--- src/core/pmc_pkg.sv ---
/*
 * Shared constants and types of the power management control block:
 * register offsets, field positions, encodings and timing counts.
 * Assumes a 40 MHz core clock; the microsecond and millisecond counts below derive from that rate.
 */
package pmc_pkg;

    // ------------------------------------------------------------------
    // register map
    // ------------------------------------------------------------------
    localparam logic [7:0]  CTRL_ADDR      = 8'h84;
    localparam logic [7:0]  WAKE_TEST_ADDR = 8'h60;
    localparam logic [31:0] CTRL_RST       = 32'h0000_0000;

    // ------------------------------------------------------------------
    // field positions inside power_mgmt_control
    // ------------------------------------------------------------------
    localparam int B_READY  = 0;
    localparam int B_OUT_EN = 1;
    localparam int B_POL    = 2;
    localparam int B_PULSE  = 3;
    localparam int B_CAUSE  = 4;
    localparam int B_TYPE   = 6;
    localparam int B_ENERGY_DETECT_ENABLE  = 8;
    localparam int B_WAKE_FRAME_ENABLE = 9;
    localparam int B_PHY    = 10;
    localparam int B_PSS    = 12;

    // ------------------------------------------------------------------
    // encodings
    // ------------------------------------------------------------------
    localparam logic [1:0] PSS_NORMAL = 2'h0;
    localparam logic [1:0] PSS_FRAME  = 2'h1;
    localparam logic [1:0] PSS_ENERGY = 2'h2;
    localparam int         C_ENERGY   = 0;
    localparam int         C_FRAME    = 1;

    // ------------------------------------------------------------------
    // timing
    // ------------------------------------------------------------------
    localparam int CLK_PERIOD_NS = 25;
    localparam int PHY_RESET_REQUEST_US    = 100;
    localparam int PHY_RESET_REQUEST_CYC   = (PHY_RESET_REQUEST_US * 1000 + CLK_PERIOD_NS - 1) / CLK_PERIOD_NS;
    localparam int PULSE_MS      = 50;
    localparam int PULSE_CYC     = (PULSE_MS * 1000000) / CLK_PERIOD_NS;
    localparam int READY_CYC     = 64;
    localparam int TMR_W         = 22;

    typedef enum logic [1:0] {
        state_normal,
        state_wake_frame_detect,
        state_energy_detect
    } pmc_state_t;

endpackage

--- src/core/pmc_tmr_if.sv ---
/*
 * Start/busy/done handshake between the control logic and one timer.
 * Assumes both ends run on the same clock.
 */
`timescale 1ns/1ps
interface pmc_tmr_if #(parameter int W = 22);
    logic         start;
    logic [W-1:0] count;
    logic         busy;
    logic         done;
    modport ctl (output start, output count, input busy, input done);
    modport tmr (input start, input count, output busy, output done);
endinterface

--- src/core/pmc_timer.sv ---
/*
 * One-shot down counter: a start loads count, busy stands for count
 * cycles, done pulses the cycle after the last one. A start while busy reloads.
 * Assumes count is at least one.
 */
`timescale 1ns/1ps
module pmc_timer #(
    parameter int W = 22
) (
    input  wire logic core_clk,
    input  wire logic rstn,
    pmc_tmr_if.tmr    t
);
    logic [W-1:0] cnt;
    logic [W-1:0] next_cnt;
    logic         busy;
    logic         next_busy;
    logic         done;
    logic         next_done;

    // ------------------------------------------------------------------
    // next values
    // ------------------------------------------------------------------
    always_comb begin
        next_cnt  = cnt;
        next_busy = busy;
        next_done = 1'b0;
        if (t.start) begin
            next_cnt  = t.count;
            next_busy = 1'b1;
        end else if (busy) begin
            next_cnt = cnt - W'(1);
            if (cnt == W'(1)) begin
                next_busy = 1'b0;
                next_done = 1'b1;
            end
        end
    end

    // registers only
    always_ff @(posedge core_clk or negedge rstn) begin
        if (!rstn) begin
            cnt  <= '0;
            busy <= 1'b0;
            done <= 1'b0;
        end else begin
            cnt  <= next_cnt;
            busy <= next_busy;
            done <= next_done;
        end
    end

    assign t.busy = busy;
    assign t.done = done;
endmodule

--- src/core/pmc_top.sv ---
/*
 * Power management control: power state, PHY reset, wake cause status
 * and the external wake event pin, behind one 32-bit register.
 * Assumes a single-cycle host strobe interface synchronous to core_clk
 * and wake event sources that are logic on the same clock.
 */
`timescale 1ns/1ps
// Contract
// - control register reads answer correctly in every power state.
// - state field 00 normal, 01 frame detect, 10 energy detect; 11 ignored.
// - any write to the wake test address wakes a reduced-power device.
// - writing one to the PHY reset bit holds PHY reset at least 100 us.
// - PHY reset bit self-clears on release; writes ignored while high.
// - enabled frame wake event drives the pin if enabled, always the interrupt.
// - enabled energy event drives the pin if enabled, always the interrupt.
// - buffer type clear is open-drain active low; set is push-pull.
// - cause field 00 none, 01 energy, 10 frame, 11 both.
// - cause bits clear by one only when ready, normal, sources gone.
// - pulse mode drives the pin for 50 ms; static mode holds it.
// - pin drops when cause bits clear or matching enable clears.
// - push-pull polarity set is active high, clear is active low.
// - output enable gates only the pin, never the interrupt.
// - ready reads one only after stabilising; other accesses invalid before.
module pmc_top #(
    parameter int PULSE_CYC = pmc_pkg::PULSE_CYC,
    parameter int READY_CYC = pmc_pkg::READY_CYC
) (
    input  wire logic        core_clk,
    input  wire logic        rstn,
    input  wire logic        bus_cs,
    input  wire logic        bus_rd,
    input  wire logic        bus_wr,
    input  wire logic [7:0]  bus_addr,
    input  wire logic [31:0] bus_wdata,
    output logic      [31:0] bus_rdata,
    output logic             bus_rvalid,
    input  wire logic        wol_event,
    input  wire logic        energy_event,
    output logic             wake_event_output,
    output logic             wake_event_output_oe_n,
    output logic             wake_event_interrupt,
    output logic             phy_reset_out
);
    localparam int W = pmc_pkg::TMR_W;
    localparam logic [W-1:0] PHY_CNT = pmc_pkg::PHY_RESET_REQUEST_CYC[W-1:0];
    localparam logic [W-1:0] PLS_CNT = PULSE_CYC[W-1:0];
    localparam logic [W-1:0] RDY_CNT = READY_CYC[W-1:0];
    localparam int PHY_MIN = pmc_pkg::PHY_RESET_REQUEST_CYC;

    pmc_pkg::pmc_state_t state, next_state;
    logic        ready, next_ready;
    logic        unlock, next_unlock;
    logic        boot, next_boot;
    logic        wake_frame_enable, next_wake_frame_enable;
    logic        energy_detect_enable, next_energy_detect_enable;
    logic        event_out_buffer_type, next_event_out_buffer_type;
    logic        event_out_pulse_mode, next_event_out_pulse_mode;
    logic        event_out_polarity, next_event_out_polarity;
    logic        event_out_enable, next_event_out_enable;
    logic [1:0]  wake_cause_status, next_wake_cause_status;
    logic        next_phy_reset_out;
    logic        next_out, next_oe_n, next_irq, next_rvalid;
    logic [31:0] next_rdata, ctrl_word;
    logic [1:0]  power_state_select, cause_clr, cause_set;
    logic        rd_any, rd_ctrl, wr_any, wr_ctrl, wake, enter;
    logic        set_frame, set_energy, cause_on, pin_active;

    pmc_tmr_if #(.W(W)) phy_t ();
    pmc_tmr_if #(.W(W)) pls_t ();
    pmc_tmr_if #(.W(W)) rdy_t ();

    pmc_timer #(.W(W)) u_phy_tmr (.core_clk(core_clk), .rstn(rstn), .t(phy_t));
    pmc_timer #(.W(W)) u_pls_tmr (.core_clk(core_clk), .rstn(rstn), .t(pls_t));
    pmc_timer #(.W(W)) u_rdy_tmr (.core_clk(core_clk), .rstn(rstn), .t(rdy_t));

    // ------------------------------------------------------------------
    // access decode and events
    // ------------------------------------------------------------------
    assign rd_any  = bus_cs & bus_rd;
    assign rd_ctrl = rd_any & (bus_addr == pmc_pkg::CTRL_ADDR);
    assign wr_any  = bus_cs & bus_wr;
    // not ready covers sleep and wake-up settling alike
    assign wr_ctrl = wr_any & (bus_addr == pmc_pkg::CTRL_ADDR) & unlock & ready;
    assign wake    = wr_any & (bus_addr == pmc_pkg::WAKE_TEST_ADDR)
                   & (state != pmc_pkg::state_normal);
    assign enter   = wr_ctrl & ((bus_wdata[pmc_pkg::B_PSS+:2] == pmc_pkg::PSS_FRAME)
                   | (bus_wdata[pmc_pkg::B_PSS+:2] == pmc_pkg::PSS_ENERGY));
    assign set_frame  = wol_event & wake_frame_enable;
    assign set_energy = energy_event & energy_detect_enable;
    // a source still active blocks the clear of its own bit
    assign cause_clr = {2{wr_ctrl}} & bus_wdata[pmc_pkg::B_CAUSE+:2]
                     & ~{wol_event, energy_event};
    assign cause_set = {set_frame, set_energy};
    assign cause_on  = (wake_cause_status[pmc_pkg::C_FRAME] & wake_frame_enable)
                     | (wake_cause_status[pmc_pkg::C_ENERGY] & energy_detect_enable);
    assign pin_active = cause_on & event_out_enable
                      & (event_out_pulse_mode ? pls_t.busy : 1'b1);

    // timer requests
    assign phy_t.start = wr_ctrl & bus_wdata[pmc_pkg::B_PHY] & ~phy_reset_out;
    assign phy_t.count = PHY_CNT;
    assign pls_t.start = |(cause_set & ~wake_cause_status);
    assign pls_t.count = PLS_CNT;
    assign rdy_t.start = boot | wake;
    assign rdy_t.count = RDY_CNT;

    // ------------------------------------------------------------------
    // register readback
    // ------------------------------------------------------------------
    always_comb begin
        unique case (state)
            pmc_pkg::state_normal:            power_state_select = pmc_pkg::PSS_NORMAL;
            pmc_pkg::state_wake_frame_detect: power_state_select = pmc_pkg::PSS_FRAME;
            pmc_pkg::state_energy_detect:     power_state_select = pmc_pkg::PSS_ENERGY;
            // the unused fourth code reads back as normal rather than inferring a latch
            default:                          power_state_select = pmc_pkg::PSS_NORMAL;
        endcase
        ctrl_word = pmc_pkg::CTRL_RST;
        ctrl_word[pmc_pkg::B_PSS+:2]   = power_state_select;
        ctrl_word[pmc_pkg::B_PHY]      = phy_reset_out;
        ctrl_word[pmc_pkg::B_WAKE_FRAME_ENABLE]   = wake_frame_enable;
        ctrl_word[pmc_pkg::B_ENERGY_DETECT_ENABLE]    = energy_detect_enable;
        ctrl_word[pmc_pkg::B_TYPE]     = event_out_buffer_type;
        ctrl_word[pmc_pkg::B_CAUSE+:2] = wake_cause_status;
        ctrl_word[pmc_pkg::B_PULSE]    = event_out_pulse_mode;
        ctrl_word[pmc_pkg::B_POL]      = event_out_polarity;
        ctrl_word[pmc_pkg::B_OUT_EN]   = event_out_enable;
        ctrl_word[pmc_pkg::B_READY]    = ready;
    end

    // ------------------------------------------------------------------
    // next state of the control group
    // ------------------------------------------------------------------
    always_comb begin
        next_state                 = state;
        next_ready                 = ready;
        next_unlock                = unlock;
        next_boot                  = 1'b0;
        next_wake_frame_enable     = wake_frame_enable;
        next_energy_detect_enable  = energy_detect_enable;
        next_event_out_buffer_type = event_out_buffer_type;
        next_event_out_pulse_mode  = event_out_pulse_mode;
        next_event_out_polarity    = event_out_polarity;
        next_event_out_enable      = event_out_enable;
        next_phy_reset_out         = phy_reset_out;
        // power state: field self-clears back to normal on wake
        if (wake) begin
            next_state  = pmc_pkg::state_normal;
            next_unlock = 1'b0;
        end else if (enter) begin
            next_state  = (bus_wdata[pmc_pkg::B_PSS+:2] == pmc_pkg::PSS_FRAME)
                        ? pmc_pkg::state_wake_frame_detect
                        : pmc_pkg::state_energy_detect;
            next_ready  = 1'b0;
            next_unlock = 1'b0;
        end
        if (rdy_t.done && state == pmc_pkg::state_normal) begin
            next_ready = 1'b1;
        end
        if (rd_any) begin
            next_unlock = 1'b1;
        end
        if (wr_ctrl) begin
            next_wake_frame_enable     = bus_wdata[pmc_pkg::B_WAKE_FRAME_ENABLE];
            next_energy_detect_enable  = bus_wdata[pmc_pkg::B_ENERGY_DETECT_ENABLE];
            next_event_out_buffer_type = bus_wdata[pmc_pkg::B_TYPE];
            next_event_out_pulse_mode  = bus_wdata[pmc_pkg::B_PULSE];
            next_event_out_polarity    = bus_wdata[pmc_pkg::B_POL];
            next_event_out_enable      = bus_wdata[pmc_pkg::B_OUT_EN];
        end
        if (phy_t.start) begin
            next_phy_reset_out = 1'b1;
        end else if (phy_t.done) begin
            next_phy_reset_out = 1'b0;
        end
        // set wins over a clear in the same cycle
        next_wake_cause_status = (wake_cause_status & ~cause_clr) | cause_set;
        // open-drain only ever pulls low; polarity is ignored there
        if (!event_out_buffer_type) begin
            next_out  = 1'b0;
            next_oe_n = ~pin_active;
        end else begin
            next_out  = event_out_polarity ? pin_active : ~pin_active;
            next_oe_n = 1'b0;
        end
        next_irq    = cause_on;
        next_rvalid = rd_any;
        next_rdata  = rd_ctrl ? ctrl_word : 32'h0000_0000;
    end

    // registers only
    always_ff @(posedge core_clk or negedge rstn) begin
        if (!rstn) begin
            state                  <= pmc_pkg::state_normal;
            ready                  <= 1'b0;
            unlock                 <= 1'b0;
            boot                   <= 1'b1;
            wake_frame_enable      <= 1'b0;
            energy_detect_enable   <= 1'b0;
            event_out_buffer_type  <= 1'b0;
            event_out_pulse_mode   <= 1'b0;
            event_out_polarity     <= 1'b0;
            event_out_enable       <= 1'b0;
            wake_cause_status      <= 2'h0;
            phy_reset_out          <= 1'b0;
            wake_event_output      <= 1'b0;
            wake_event_output_oe_n <= 1'b1;
            wake_event_interrupt   <= 1'b0;
            bus_rvalid             <= 1'b0;
            bus_rdata              <= 32'h0000_0000;
        end else begin
            state                  <= next_state;
            ready                  <= next_ready;
            unlock                 <= next_unlock;
            boot                   <= next_boot;
            wake_frame_enable      <= next_wake_frame_enable;
            energy_detect_enable   <= next_energy_detect_enable;
            event_out_buffer_type  <= next_event_out_buffer_type;
            event_out_pulse_mode   <= next_event_out_pulse_mode;
            event_out_polarity     <= next_event_out_polarity;
            event_out_enable       <= next_event_out_enable;
            wake_cause_status      <= next_wake_cause_status;
            phy_reset_out          <= next_phy_reset_out;
            wake_event_output      <= next_out;
            wake_event_output_oe_n <= next_oe_n;
            wake_event_interrupt   <= next_irq;
            bus_rvalid             <= next_rvalid;
            bus_rdata              <= next_rdata;
        end
    end

    // ------------------------------------------------------------------
    // checks
    // ------------------------------------------------------------------
    logic [12:0] phy_hi_cnt;

    // helper: cycles the PHY reset has been high
    always_ff @(posedge core_clk or negedge rstn) begin
        if (!rstn) begin
            phy_hi_cnt <= 13'h0000;
        end else begin
            phy_hi_cnt <= phy_reset_out ? phy_hi_cnt + 13'h0001 : 13'h0000;
        end
    end
endmodule

--- config.mk ---
export PLATFORM = sky130hd
export DESIGN_NAME = pmc_top
export DESIGN_NICKNAME = d
export VERILOG_FILES = /design/src/core/pmc_pkg.sv /design/src/core/pmc_tmr_if.sv /design/src/core/pmc_timer.sv /design/src/core/pmc_top.sv
export SDC_FILE = /design/constraint.sdc
export NUM_CORES = 1
export LEC_CHECK = 0
export BUFFER_PORTS_ARGS = -buffer_cell sky130_fd_sc_hd__buf_4
export CAP_MARGIN = 10
export CORE_MARGIN = 5
export CORE_UTILIZATION = 25
export DETAILED_ROUTE_END_ITERATION = 6
export PLACE_DENSITY = 0.52
export SETUP_SLACK_MARGIN = 0.05
export SLEW_MARGIN = 25
export SYNTH_ARGS = -nofsm -noshare
export SYNTH_HDL_FRONTEND = slang
export SYNTH_HIERARCHICAL = 1
export SYNTH_SLANG_ARGS = --single-unit
--- constraint.sdc ---
create_clock -name core_clk -period 1.7 [get_ports core_clk]
set_input_delay 0.17 -clock core_clk [delete_from_list [all_inputs] [get_ports core_clk]]
set_output_delay 0.17 -clock core_clk [all_outputs]
set_load 0.005 [all_outputs]
Word level (Yosys, flattened, before mapping):

Cells that the tools add are included.

* memory bits (read-only): 0
* register bits after elaboration: 103
* bits in latches: 0
* memories kept: 0
* memory bits (writable): 0
* output and inout bits: 37
* word-level logic and storage cells: 117

* $mul: 0
* bitwise gates (word level): 30
* multiplexer cells: 37
* magnitude comparators: 0
* div/mod/pow operators: 0
* shifts and indexed selects: 0
* equal/unequal tests: 10
* reduce and logical (&&, ||, !) cells: 12
* add/sub/neg operators: 3

Operators by type and width (number)
* $mux 22: 6
* $eq 22x1->1 const B: 3
* $sub 22x1->22 const B: 3
* $mux 1: 26
* $and 1x1->1: 17
* $mux 14: 1
* $reduce_bool 2->1: 7
* $and 2x2->2: 4
* $eq 8x7->1 const B: 1
* $eq 8x8->1 const B: 1
* $mux 2: 3
* $not 2->2: 3
* $eq 2x1->1 const B: 2
* $eq 2x2->1 const B: 2
* $pmux 2 s2: 1
* $or 1x1->1: 3
* $reduce_bool 3->1: 1
* $logic_not 2->1: 1
* $ne 2x1->1 const B: 1
* $not 1->1: 2
* $or 2x2->2: 1
* $reduce_and 2->1: 1
* $reduce_or 2->1: 1
* $logic_and 1x1->1: 1

Longest topological paths before layout:

* depth after elaboration: 9
* depth in mapped cells: 8
* gate-level depth less buffers: 7

By module:

The synthesis kept the hierarchy.

Modules (own cells, without submodules)
* pmc_timer at u_phy_tmr ...: area an instance 1378.8 sq um, instances 2, cells an instance 146, sequential area each 600.6 sq um
* pmc_timer at u_rdy_tmr: area an instance 1358.8 sq um, instances 1, cells an instance 147, sequential area each 600.6 sq um
* pmc_top: area an instance 1330.0 sq um, instances 1, cells an instance 111, sequential area each 753.2 sq um

Least setup slack after synthesis:

OpenSTA, ideal clock, no wires.

* path type: input -> register
* start: input port bus_addr[3]
* end: register u_phy_tmr.cnt[21]
* setup time: 0.136 ns
* buffers on the path: 1
* data required time: 1.564 ns
* slack: -0.626 ns
* data arrival time: 2.190 ns
* stages on the path: 7
* cells stage by stage: or4_4 -> nor4_4 -> and3b_1 -> clkbuf_1 -> clkinv_1 -> nor2_1 -> a31oi_1

* longest elaborated chain between the ends: 7
* elaborated cells on any way between the ends: 8
* those cells by class: 1 x eq/ne; 1 x mux; 5 x bitwise; 1 x reduce/logical

Ends and longest elaborated chain
* from (decl): line pmc_top.sv:33 `input wire logic [7:0] bus_addr,`
* $eq 8x8->1 *: line pmc_top.sv:83 `assign wr_ctrl = wr_any & (bus_addr == pmc_pkg::CTRL_ADDR) & unlock & ready;`
* $and 1x1->1 * (3 in a row): line pmc_top.sv:83
* $and 1x1->1 * (2 in a row): line pmc_top.sv:100 `assign phy_t.start = wr_ctrl & bus_wdata[pmc_pkg::B_PHY] & ~phy_reset_out;`
* $mux 22 / $reduce_bool 2->1 (equally long branches)
* to (signal assigned): line pmc_timer.sv:47 `cnt <= next_cnt;`
* to (decl): line pmc_timer.sv:14 `logic [W-1:0] cnt;`

Every way passes the cells marked *; elsewhere a longest branch is shown, timed or not.
A chain may end at the register's enable or synchronous reset.

Worst setup path in the final report:

* start: register u_pls_tmr.cnt[13]
* end: register u_pls_tmr.cnt[17]

* longest elaborated chain between the ends: 3

Ends and longest elaborated chain
* from (decl): line pmc_timer.sv:14
* from (signal assigned): line pmc_timer.sv:47
* $sub 22x1->22: line pmc_timer.sv:32 `next_cnt = cnt - W'(1);`
* $mux 22: line pmc_timer.sv:31 `end else if (busy) begin`
* $mux 22: line pmc_timer.sv:28 `if (t.start) begin`

No other way between the ends. The select of a mux whose other input is x is not followed.

==> flow_summary.ini <==
[status]
status = finished with violations
violations = negative setup slack

[power_and_ir_drop]
total_power_mw = 5.30
irDropWorstVdd_uv = 352
p_leak_nw = 3.51
power_density_nw_per_um2 = 652

[final_layout]
finalNetCount = 838
area.sequential_um2 = 2530
multiInputGateArea_um2 = 3340
postLayoutCoreUtil_pct = 38.4
syn2layout_area_growth_pct = 50.2
drive_gt1_share_pct = 38.1
final_cells = 1064
antenna_cells = 0
fillers = 2086

[clock_tree]
clock_path_buffers = 2
clk_pin_slew_ns = 0.08
cts_made_buffers = 9
cts_root_buf = clkbuf_16
cts_sinks = 101
cts_tree = yes
htreeDepth = 3
clkLatencyLatePin_ns = 0.36

[worst_setup_path]
crit_required_ns = 1.97
r2r_slack_ns = -0.12
endpoint_kind = flop
cp.arrival_ns = 2.10
critPathLaunchType = flop
critPathLaunch = u_pls_tmr/cnt[13]
cp_max_fo = 2
worstRegToRegCells = 4
r2r-start = u_pls_tmr/cnt[13]
crit_type = flop to flop
rr_endpoint = u_pls_tmr/cnt[17]

[timing]
finalClockSkew_ns = 0.0123
period_share_pct = 107
setup_slack_ns = -0.124
hold_violations = 0
setup_viol = 17
hold-worst-slack_ns = 0.0436
fmax_ghz = 0.548
drv_slew = 0
rsz0062_at_grt = true
period_minus_slack_ns = 1.82

[die]
die_h_um = 157
die-area_um2 = 24700
ios = 84
die_x_um = 157
start_util_pct = 25.6
core-area_um2 = 21200
rows = 53

[placement]
dp_hpwl_um = 8770
place.gp.congestion = 0.761
io_buffers = 42
place_inst = 1003

[global_routing]
grt_max_degree = 51
grt_pass1_wl_um = 21300
overflow = 0
grt_usage_pct = 10.7
antenna_found_initial = 0
grt_pass1_vias = 4330

[synthesis]
syn_avg_cell_area_um2 = 9.88
synth_cells = 548
ys_warn_count = 6
syn_area_um2 = 5410

[drt]
via_per_inst = 4.21
route.detailed.drc = 0
firstDrtPassIters = 4
drt-total-wl_um = 13100
vias = 4476
detail-route-antenna-nets = 0
post_drt_wl_per_cell_um = 12.3
drt_iter0_drc = 145

[hold_path]
hold_path.class = input pin to flop
hp-start = bus_wdata[1]
hold_depth = 2
hold_path_end = event_out_enable

[run]
drv_cap = 0
layout make-up:
cell class,instances,area share (%)
clock buffers,10,2.94
clock inverters,6,0.569
inverters,16,0.831
multi-input cells,474,41.1
flip-flops and latches,101,31.1
well taps,275,4.23
repair buffers,182,19.2
sequential cells by signal, summed over array words and instances (netlist names), 2 cells and up:
name,flops
bus_rdata,12
state,2
u_phy_tmr/cnt,22
u_pls_tmr/cnt,22
u_rdy_tmr/cnt,22
wake_cause_status,2
timing repair:
| item | CTS | global route |
|---|---|---|
| pin swaps | 43 | 40 |
| setup endpoints to repair | 35 | 53 |
| gates resized for setup | 42 | 76 |
| hold buffers | 3 | 0 |
| cloned | 1 | 2 |
| buffers inserted | 20 | 19 |
| endpoints found under the hold margin | 19 | 0 |
stage by stage:
stage	area (um2)	worst slack, ns	setup TNS [ns]
2_1_floorplan	5820	-0.192	-4.31
3_3_place_gp	7000	-0.187	-6.55
3_5_place_dp	7000	-0.215	-7.77
4_1_cts	7670	-0.144	-1.27
5_1_grt	8130	-0.224	-3.14
6_report	8130	-0.124	-0.996
routing by layer:
| metal | part of all wire [%] | track usage, % |
|---|---|---|
| met5 | 0 | 0 |
| met4 | 1.5 | 3.81 |
| met3 | 2.1 | 1.68 |
| met1 | 46 | 14.1 |
| met2 | 51 | 17.9 |
cell usage in the layout, fill, tap and decap left out, types with 10 or more instances in the layout:
cell type,n
buf_4,151
dfrtp_1,98
conb_1,87
nand2_1,50
nor2_1,31
o21ai_0,30
a31oi_1,21
xor2_1,21
buf_6,19
and2_1,14
xnor2_1,12
inv_1,11
or4_4,11
clkbuf_16,11
o21ai_1,10
how the worst max path moves through the flow:
stage	end	slack [ns]	cells after the start
6_report	u_pls_tmr/cnt[17]	-0.12	4
5_1_grt	u_rdy_tmr/cnt[13]	-0.22	5
4_1_cts	u_pls_tmr/cnt[17]	-0.14	4
3_5_place_dp	u_rdy_tmr/cnt[13]	-0.21	8
3_3_place_gp	u_phy_tmr/cnt[21]	-0.19	8
2_1_floorplan	u_phy_tmr/cnt[21]	-0.19	7
power breakdown:
group          internal (mW)  total (mW)  leakage, nW  switching (mW)
combinational          0.353       0.668         2.22           0.316
sequential              2.50        2.61         1.15           0.112
clock                   1.05        2.02        0.141           0.972
total                   3.90        5.30         3.51            1.40
critical path, cell delays in order (launching register included):
cell     delay, ns
dfrtp_1       0.39
or3_4         0.39
or4_4         0.42
or3_1         0.35
a31oi_1       0.20
Note: power is estimated with default switching activity, not from simulation.
